### src/core/efd_pkg.sv
/*
  Constants and carrier types for the edge frequency divider.
  Assumes a single system clock and that every user of it writes efd_pkg::name.
*/
`default_nettype none

package efd_pkg;

  // ---------------------------------------------------------------
  // Defaults and lower limits of the divider settings
  // ---------------------------------------------------------------
  localparam int EFD_DIV_DEFAULT = 2;
  localparam int EFD_DIV_MIN = 1;
  localparam int EFD_HIGH_DEFAULT = 1;
  localparam int EFD_HIGH_MIN = 1;
  localparam int EFD_START_DEFAULT = 0;
  localparam int EFD_CNT_W_DEFAULT = 16;

  // ---------------------------------------------------------------
  // Counter landmarks and reset values
  // ---------------------------------------------------------------
  localparam int EFD_FIRST_HIGH_COUNT = 1;
  localparam logic EFD_PREV_IN_RESET = 1'b1;
  localparam logic EFD_ADV_RESET = 1'b0;

  // Outputs of the divider, all registered.
  typedef struct packed {
    logic div_out;
    logic advanced;
  } efd_status_t;

endpackage

`default_nettype wire

### src/core/efd_divider.sv
/*
  Edge frequency divider: counts rising edges of freq_in and drives a divided output.
  Assumes freq_in is synchronous to ref_clk and stays at least one cycle high and one low.
*/
// Notes on behaviour
// - The counter only moves on a rising edge of the input; falling edges change neither the counter nor the output.
// - The ratio defaults to 2 and is at least 1; the output repeats every that many edges.
// - The high span defaults to 1 and is at least 1; the output is high for that many counted edges.
// - The counter holds the start count, default 0, before the first input edge.
// - The output first goes high when the counter reaches 1, also after a wrap past the ratio.
// - A start count of N below 1 delays the first rise until rising edge 1-N, also for negative N.
`timescale 1ns/1ps
`default_nettype none

module efd_divider #(
  parameter int DIV_FACTOR = efd_pkg::EFD_DIV_DEFAULT,
  parameter int HIGH_CYCLES = efd_pkg::EFD_HIGH_DEFAULT,
  parameter int START_COUNT = efd_pkg::EFD_START_DEFAULT,
  parameter int CNT_W = efd_pkg::EFD_CNT_W_DEFAULT
)
(
  input wire logic ref_clk,
  input wire logic srst,
  input wire logic clk_en,
  input wire logic freq_in,
  output var efd_pkg::efd_status_t status
);

  // ---------------------------------------------------------------
  // Settings at counter width
  // ---------------------------------------------------------------
  localparam logic signed [CNT_W-1:0] DIV_C = signed'(CNT_W'(DIV_FACTOR));
  localparam logic signed [CNT_W-1:0] HIGH_C = signed'(CNT_W'(HIGH_CYCLES));
  localparam logic signed [CNT_W-1:0] START_C = signed'(CNT_W'(START_COUNT));
  localparam logic signed [CNT_W-1:0] ONE_C = signed'(CNT_W'(efd_pkg::EFD_FIRST_HIGH_COUNT));
  localparam logic OUT_RESET = (START_COUNT >= efd_pkg::EFD_FIRST_HIGH_COUNT)
                               && (START_COUNT <= HIGH_CYCLES);

  // The start count may not lie beyond the ratio, since the wrap only fires on equality.
  if (DIV_FACTOR < efd_pkg::EFD_DIV_MIN || HIGH_CYCLES < efd_pkg::EFD_HIGH_MIN
      || HIGH_CYCLES > DIV_FACTOR || START_COUNT > DIV_FACTOR || CNT_W < 2 || CNT_W > 31
      || DIV_FACTOR >= (1 << (CNT_W - 1)) || START_COUNT < -(1 << (CNT_W - 1)))
  begin : g_bad_settings
    $error("efd_divider: settings outside what the counter can serve");
  end

  // ---------------------------------------------------------------
  // Edge detection and counting
  // ---------------------------------------------------------------
  logic prev_in;
  logic signed [CNT_W-1:0] cnt;
  logic div_out;
  logic advanced;

  // The counter walks up from the start count to the ratio and then restarts at one, so
  // after its first wrap it only takes the values one to the ratio. The output is high
  // while the counter lies between one and the high span, which sets the duty cycle.
  // Wrapping on equality keeps the compare narrow, at the cost of refusing a start count
  // above the ratio, which would never meet the wrap value.

  // Only a low-to-high step of the input counts; a high held at reset release does not.
  wire rise = freq_in & ~prev_in;
  wire step_now = clk_en & rise;
  wire at_wrap = (cnt == DIV_C);
  wire signed [CNT_W-1:0] cnt_inc = cnt + ONE_C;
  wire signed [CNT_W-1:0] next_cnt = at_wrap ? ONE_C : cnt_inc;
  wire next_high = (next_cnt >= ONE_C) && (next_cnt <= HIGH_C);

  // The history flop freezes with the rest, so an input that rises while the enable is low
  // is counted once the enable returns, as long as the input is still high then.
  always_ff @(posedge ref_clk)
  begin
    if (srst)
    begin
      prev_in <= efd_pkg::EFD_PREV_IN_RESET;
    end
    else if (clk_en)
    begin
      prev_in <= freq_in;
    end
  end

  // A negative start count simply takes more edges to climb to one; no extra state is kept.
  always_ff @(posedge ref_clk)
  begin
    if (srst)
    begin
      cnt <= START_C;
    end
    else if (step_now)
    begin
      cnt <= next_cnt;
    end
  end

  // ---------------------------------------------------------------
  // Registered outputs
  // ---------------------------------------------------------------
  // The level is worked out from the next count, so it changes on the very edge that
  // moves the counter rather than one cycle later.
  always_ff @(posedge ref_clk)
  begin
    if (srst)
    begin
      div_out <= OUT_RESET;
    end
    else if (step_now)
    begin
      div_out <= next_high;
    end
  end

  always_ff @(posedge ref_clk)
  begin
    if (srst)
    begin
      advanced <= efd_pkg::EFD_ADV_RESET;
    end
    else if (clk_en)
    begin
      advanced <= rise;
    end
  end

  assign status = '{div_out: div_out, advanced: advanced};

  localparam logic [CNT_W-1:0] HIGH_U = HIGH_C;

  // Counted edges seen while the output stands high. It saturates at the high span, which
  // is enough to show a span that runs too long.
  logic [CNT_W-1:0] high_edges;

  always_ff @(posedge ref_clk)
  begin
    if (srst)
    begin
      high_edges <= '0;
    end
    else if (clk_en && !div_out)
    begin
      high_edges <= '0;
    end
    else if (step_now && high_edges < HIGH_U)
    begin
      high_edges <= high_edges + CNT_W'(1);
    end
  end
endmodule

`default_nettype wire

### config.mk
export PLATFORM = sky130hd
export DESIGN_NAME = efd_divider
export DESIGN_NICKNAME = d
export VERILOG_FILES = /design/src/core/efd_pkg.sv /design/src/core/efd_divider.sv
export SDC_FILE = /design/constraint.sdc
export NUM_CORES = 1
export LEC_CHECK = 0
export ABC_CLOCK_PERIOD_IN_PS = 6200
export BUFFER_PORTS_ARGS = -buffer_cell sky130_fd_sc_hd__buf_4
export CORE_MARGIN = 10
export CORE_UTILIZATION = 40
export CTS_CLUSTER_DIAMETER = 120
export DETAILED_ROUTE_END_ITERATION = 10
export GPL_TIMING_DRIVEN = 0
export MAX_ROUTING_LAYER = met4
export SYNTH_ARGS = -nofsm -noshare
export SYNTH_HDL_FRONTEND = slang
export SYNTH_SLANG_ARGS = --single-unit
### constraint.sdc
create_clock -name ref_clk -period 6.2 [get_ports ref_clk]
set_input_delay 0 -clock ref_clk [delete_from_list [all_inputs] [get_ports ref_clk]]
set_output_delay 0 -clock ref_clk [all_outputs]
set_load 0.02 [all_outputs]
==> flow_metrics.env <==
export IMPL_status="complete, no violations"
export IMPL_grt_max_degree=11
export IMPL_avgViaCountPerCell=5.80
export IMPL_yosysTopAreaCell="dfxtp_1"
export IMPL_post_cts_buffers=0
export IMPL_synth_top_family_by_area="simple AND/OR/NAND/NOR gates"
export IMPL_fin_setup_tns_ps=0
export IMPL_yosysTopAreaCellShare=0.319
export IMPL_grt_pass1_vias=1025
export IMPL_num_rows=19
export IMPL_synth_edf_count=0
export IMPL_hold_class="in2reg"
export IMPL_max_freq_ghz=0.430
export IMPL_critical_path_arrival_ps=2570
export IMPL_boundaryPins=6
export IMPL_avgSynthCellArea_um2=7.99
export IMPL_start_kind="flop"
export IMPL_grt_first_pass_wirelength_mm=4.60
export IMPL_drive_above_1_share=0.130
export IMPL_synth_seq_cells=19
export IMPL_htreeDepth=1
export IMPL_r2r_slack_ps=3870
export IMPL_synth_flop_cell="dfxtp_1"
export IMPL_synth_cell_types=43
export IMPL_io_buffers=5
export IMPL_clock_skew_final_ps=3.27
export IMPL_ant_nets=0
export IMPL_maxCapViolCount=0
export IMPL_synth_mux_area_frac=0.0263
export IMPL_drc=0
export IMPL_ys_seq_area_frac=0.319
export IMPL_die_y_um=74.6
export IMPL_final_nets=168
export IMPL_rsz0062_at_grt="false"
export IMPL_cp_required_ps=6440
export IMPL_syn_nets=155
export IMPL_final_hold_worst_slack_ps=160
export IMPL_dr_pass1_iters=4
export IMPL_cp_end_kind="flop"
export IMPL_synth_simple_area_share=0.337
export IMPL_initialDrtViolationCount=35
export IMPL_cts_tree="done"
export IMPL_synthCells=149
export IMPL_synth_adder_area_share=0.0210
export IMPL_grt_overflow_total=0
export IMPL_cts_made_buffers=3
export IMPL_start_util=0.425
export IMPL_diodes=0
export IMPL_hpwl_mm=1.99
export IMPL_globalplace_congestion=0.877
export IMPL_worst_setup_path_type="reg2reg"
export IMPL_worstMarginPinSlew_ps=531
export IMPL_die_x_um=74.6
export IMPL_yosys_top_cells_area="dfxtp_1, nor2_1, a21oi_1"
export IMPL_wl_per_cell_um=14.1
export IMPL_synth_compound_area_frac=0.161
export IMPL_die_area_mm2=0.00556
export IMPL_peakVddDrop_v=0.0000933
export IMPL_core_region_area_mm2=0.00281
export IMPL_async_flop_share=0
export IMPL_root_buffer="clkbuf_4"
export IMPL_clkLatencyLatePin_ps=300
export IMPL_relSlewSlack=0.646
export IMPL_syn_area_mm2=0.00119
export IMPL_grt_usage=0.108
export IMPL_hold_viol=0
export IMPL_slew_violations=0
export IMPL_dr_total_vias=1113
export IMPL_synth_xor_area_frac=0.0809
export IMPL_path_max_fanout=8
export IMPL_total_leakage_power_uw=0.000465
export IMPL_fill_cells=288
export IMPL_clk_pin_slew_ps=110
export IMPL_antenna_found_initial=0
export IMPL_routed_wl_mm=2.70
export IMPL_clkSinkCount=19
export IMPL_fin_crit_sh=0.375
export IMPL_power_per_cell_area_mw_per_mm2=154
export IMPL_synth_yosys_warnings=0
export IMPL_syn_to_final_growth_pct=11.1
export IMPL_clk_path_buf_depth=2
export IMPL_setup_viol=0
export IMPL_period_needed_ps=2330
[state kept, by name (all words and copies together) (netlist names)]
signal and count:
advanced 1, cnt 16, div_out 1, prev_in 1
[power by group]
group          total [uW]  switching [uW]  internal (uW)
registers             124           0.895            123
clock network        65.4            40.3           25.1
logic                13.8            7.25           6.54
total                 203            48.5            155
[per-layer routing]
layer	up-vias	GRT usage	part of all wire
met4	0	0.0315	0.0067
li1	551	-	-
met2	33	0.170	0.48
met5	-	-	0
met1	527	0.130	0.46
met3	2	0.0319	0.051
[placed cells by master (no fill, tap or decap), types with 2 or more instances in the layout]
cell           instances
inv_1                  4
or3_1                  2
xor2_1                 5
o2bb2ai_1              2
nor2_1                22
dlygate4sd3_1          3
dfxtp_1               19
and3_1                 3
ha_1                   2
nand4_1                2
nor3_1                 4
nand3b_1               5
nand2b_1               2
clkbuf_4               3
clkbuf_1               6
a21oi_1               11
nor4_1                 2
nand3_1                8
mux2i_1                2
nand2_1               13
buf_4                  7
o21ai_0                6
xnor2_1                6
[through the flow]
stage               instance area, um^2  total power [uW]   util  worst slack, ps  instances
finish                             1320               203  0.472             3870        192
global route                       1320               210  0.472             3720        192
CTS                                1320               205  0.472             3890        192
detailed placement                 1270               139  0.452             3910        185
global placement                   1270               139  0.452             3930        185
floorplan                          1190               134      -             4160        149
[what timing repair did]
item                       4_1_cts  5_1_grt
gates resized for setup          0        0
hold buffers                     3        0
hold endpoints to repair         2        0
setup endpoints to repair        0        0
[cell type report]
class / instances / area (um^2) / area share
clock buffer: 4 / 26.3 / 0.0198
sequential: 19 / 380 / 0.287
tap: 31 / 38.8 / 0.0293
buffer: 9 / 50.0 / 0.0378
multi-input combinational: 117 / 746 / 0.563
inverter: 4 / 15.0 / 0.0113
timing repair buffer: 8 / 67.6 / 0.0510
[synth_stat cells, drive strengths merged, types with 3 or more instances]
library cell	count
a21oi	12
and3	3
buf	3
clkbuf	6
dfxtp	19
inv	4
nand2	13
nand3	8
nand3b	5
nand4	3
nor2	22
nor3	6
nor4	3
o21ai	6
xnor2	6
xor2	5
[kinds of logic (layout without fill, tap and decap cells)]
group / Yosys count / in the layout
buffers and inverters: 13 / 25
DFF: 19 / 19
AOI/OAI and AO/OA: 29 / 29
adders and majority gates: 2 / 2
and+or+nand+nor: 72 / 72
xor gates and xnor gates: 11 / 11
muxes: 3 / 3
[critical path: stages (launching register included)]
cell and delay (ps):
dfxtp_1 450, ha_1 180, clkbuf_2 170, nand3_1 320, nor4_4 400, mux2_2 370, o211a_1 210, nor3_2 160
[final timing paths]
| kind | start | endpoint | depth (start not counted) |
|---|---|---|---|
| worst max-delay path | cnt[0] | div_out | 7 |
| worst min-delay path | srst | div_out | 4 |
| worst max register to register | cnt[0] | div_out | 7 |
| worst min register to register | advanced | advanced | 2 |
Power figures use the tool's default switching activity.
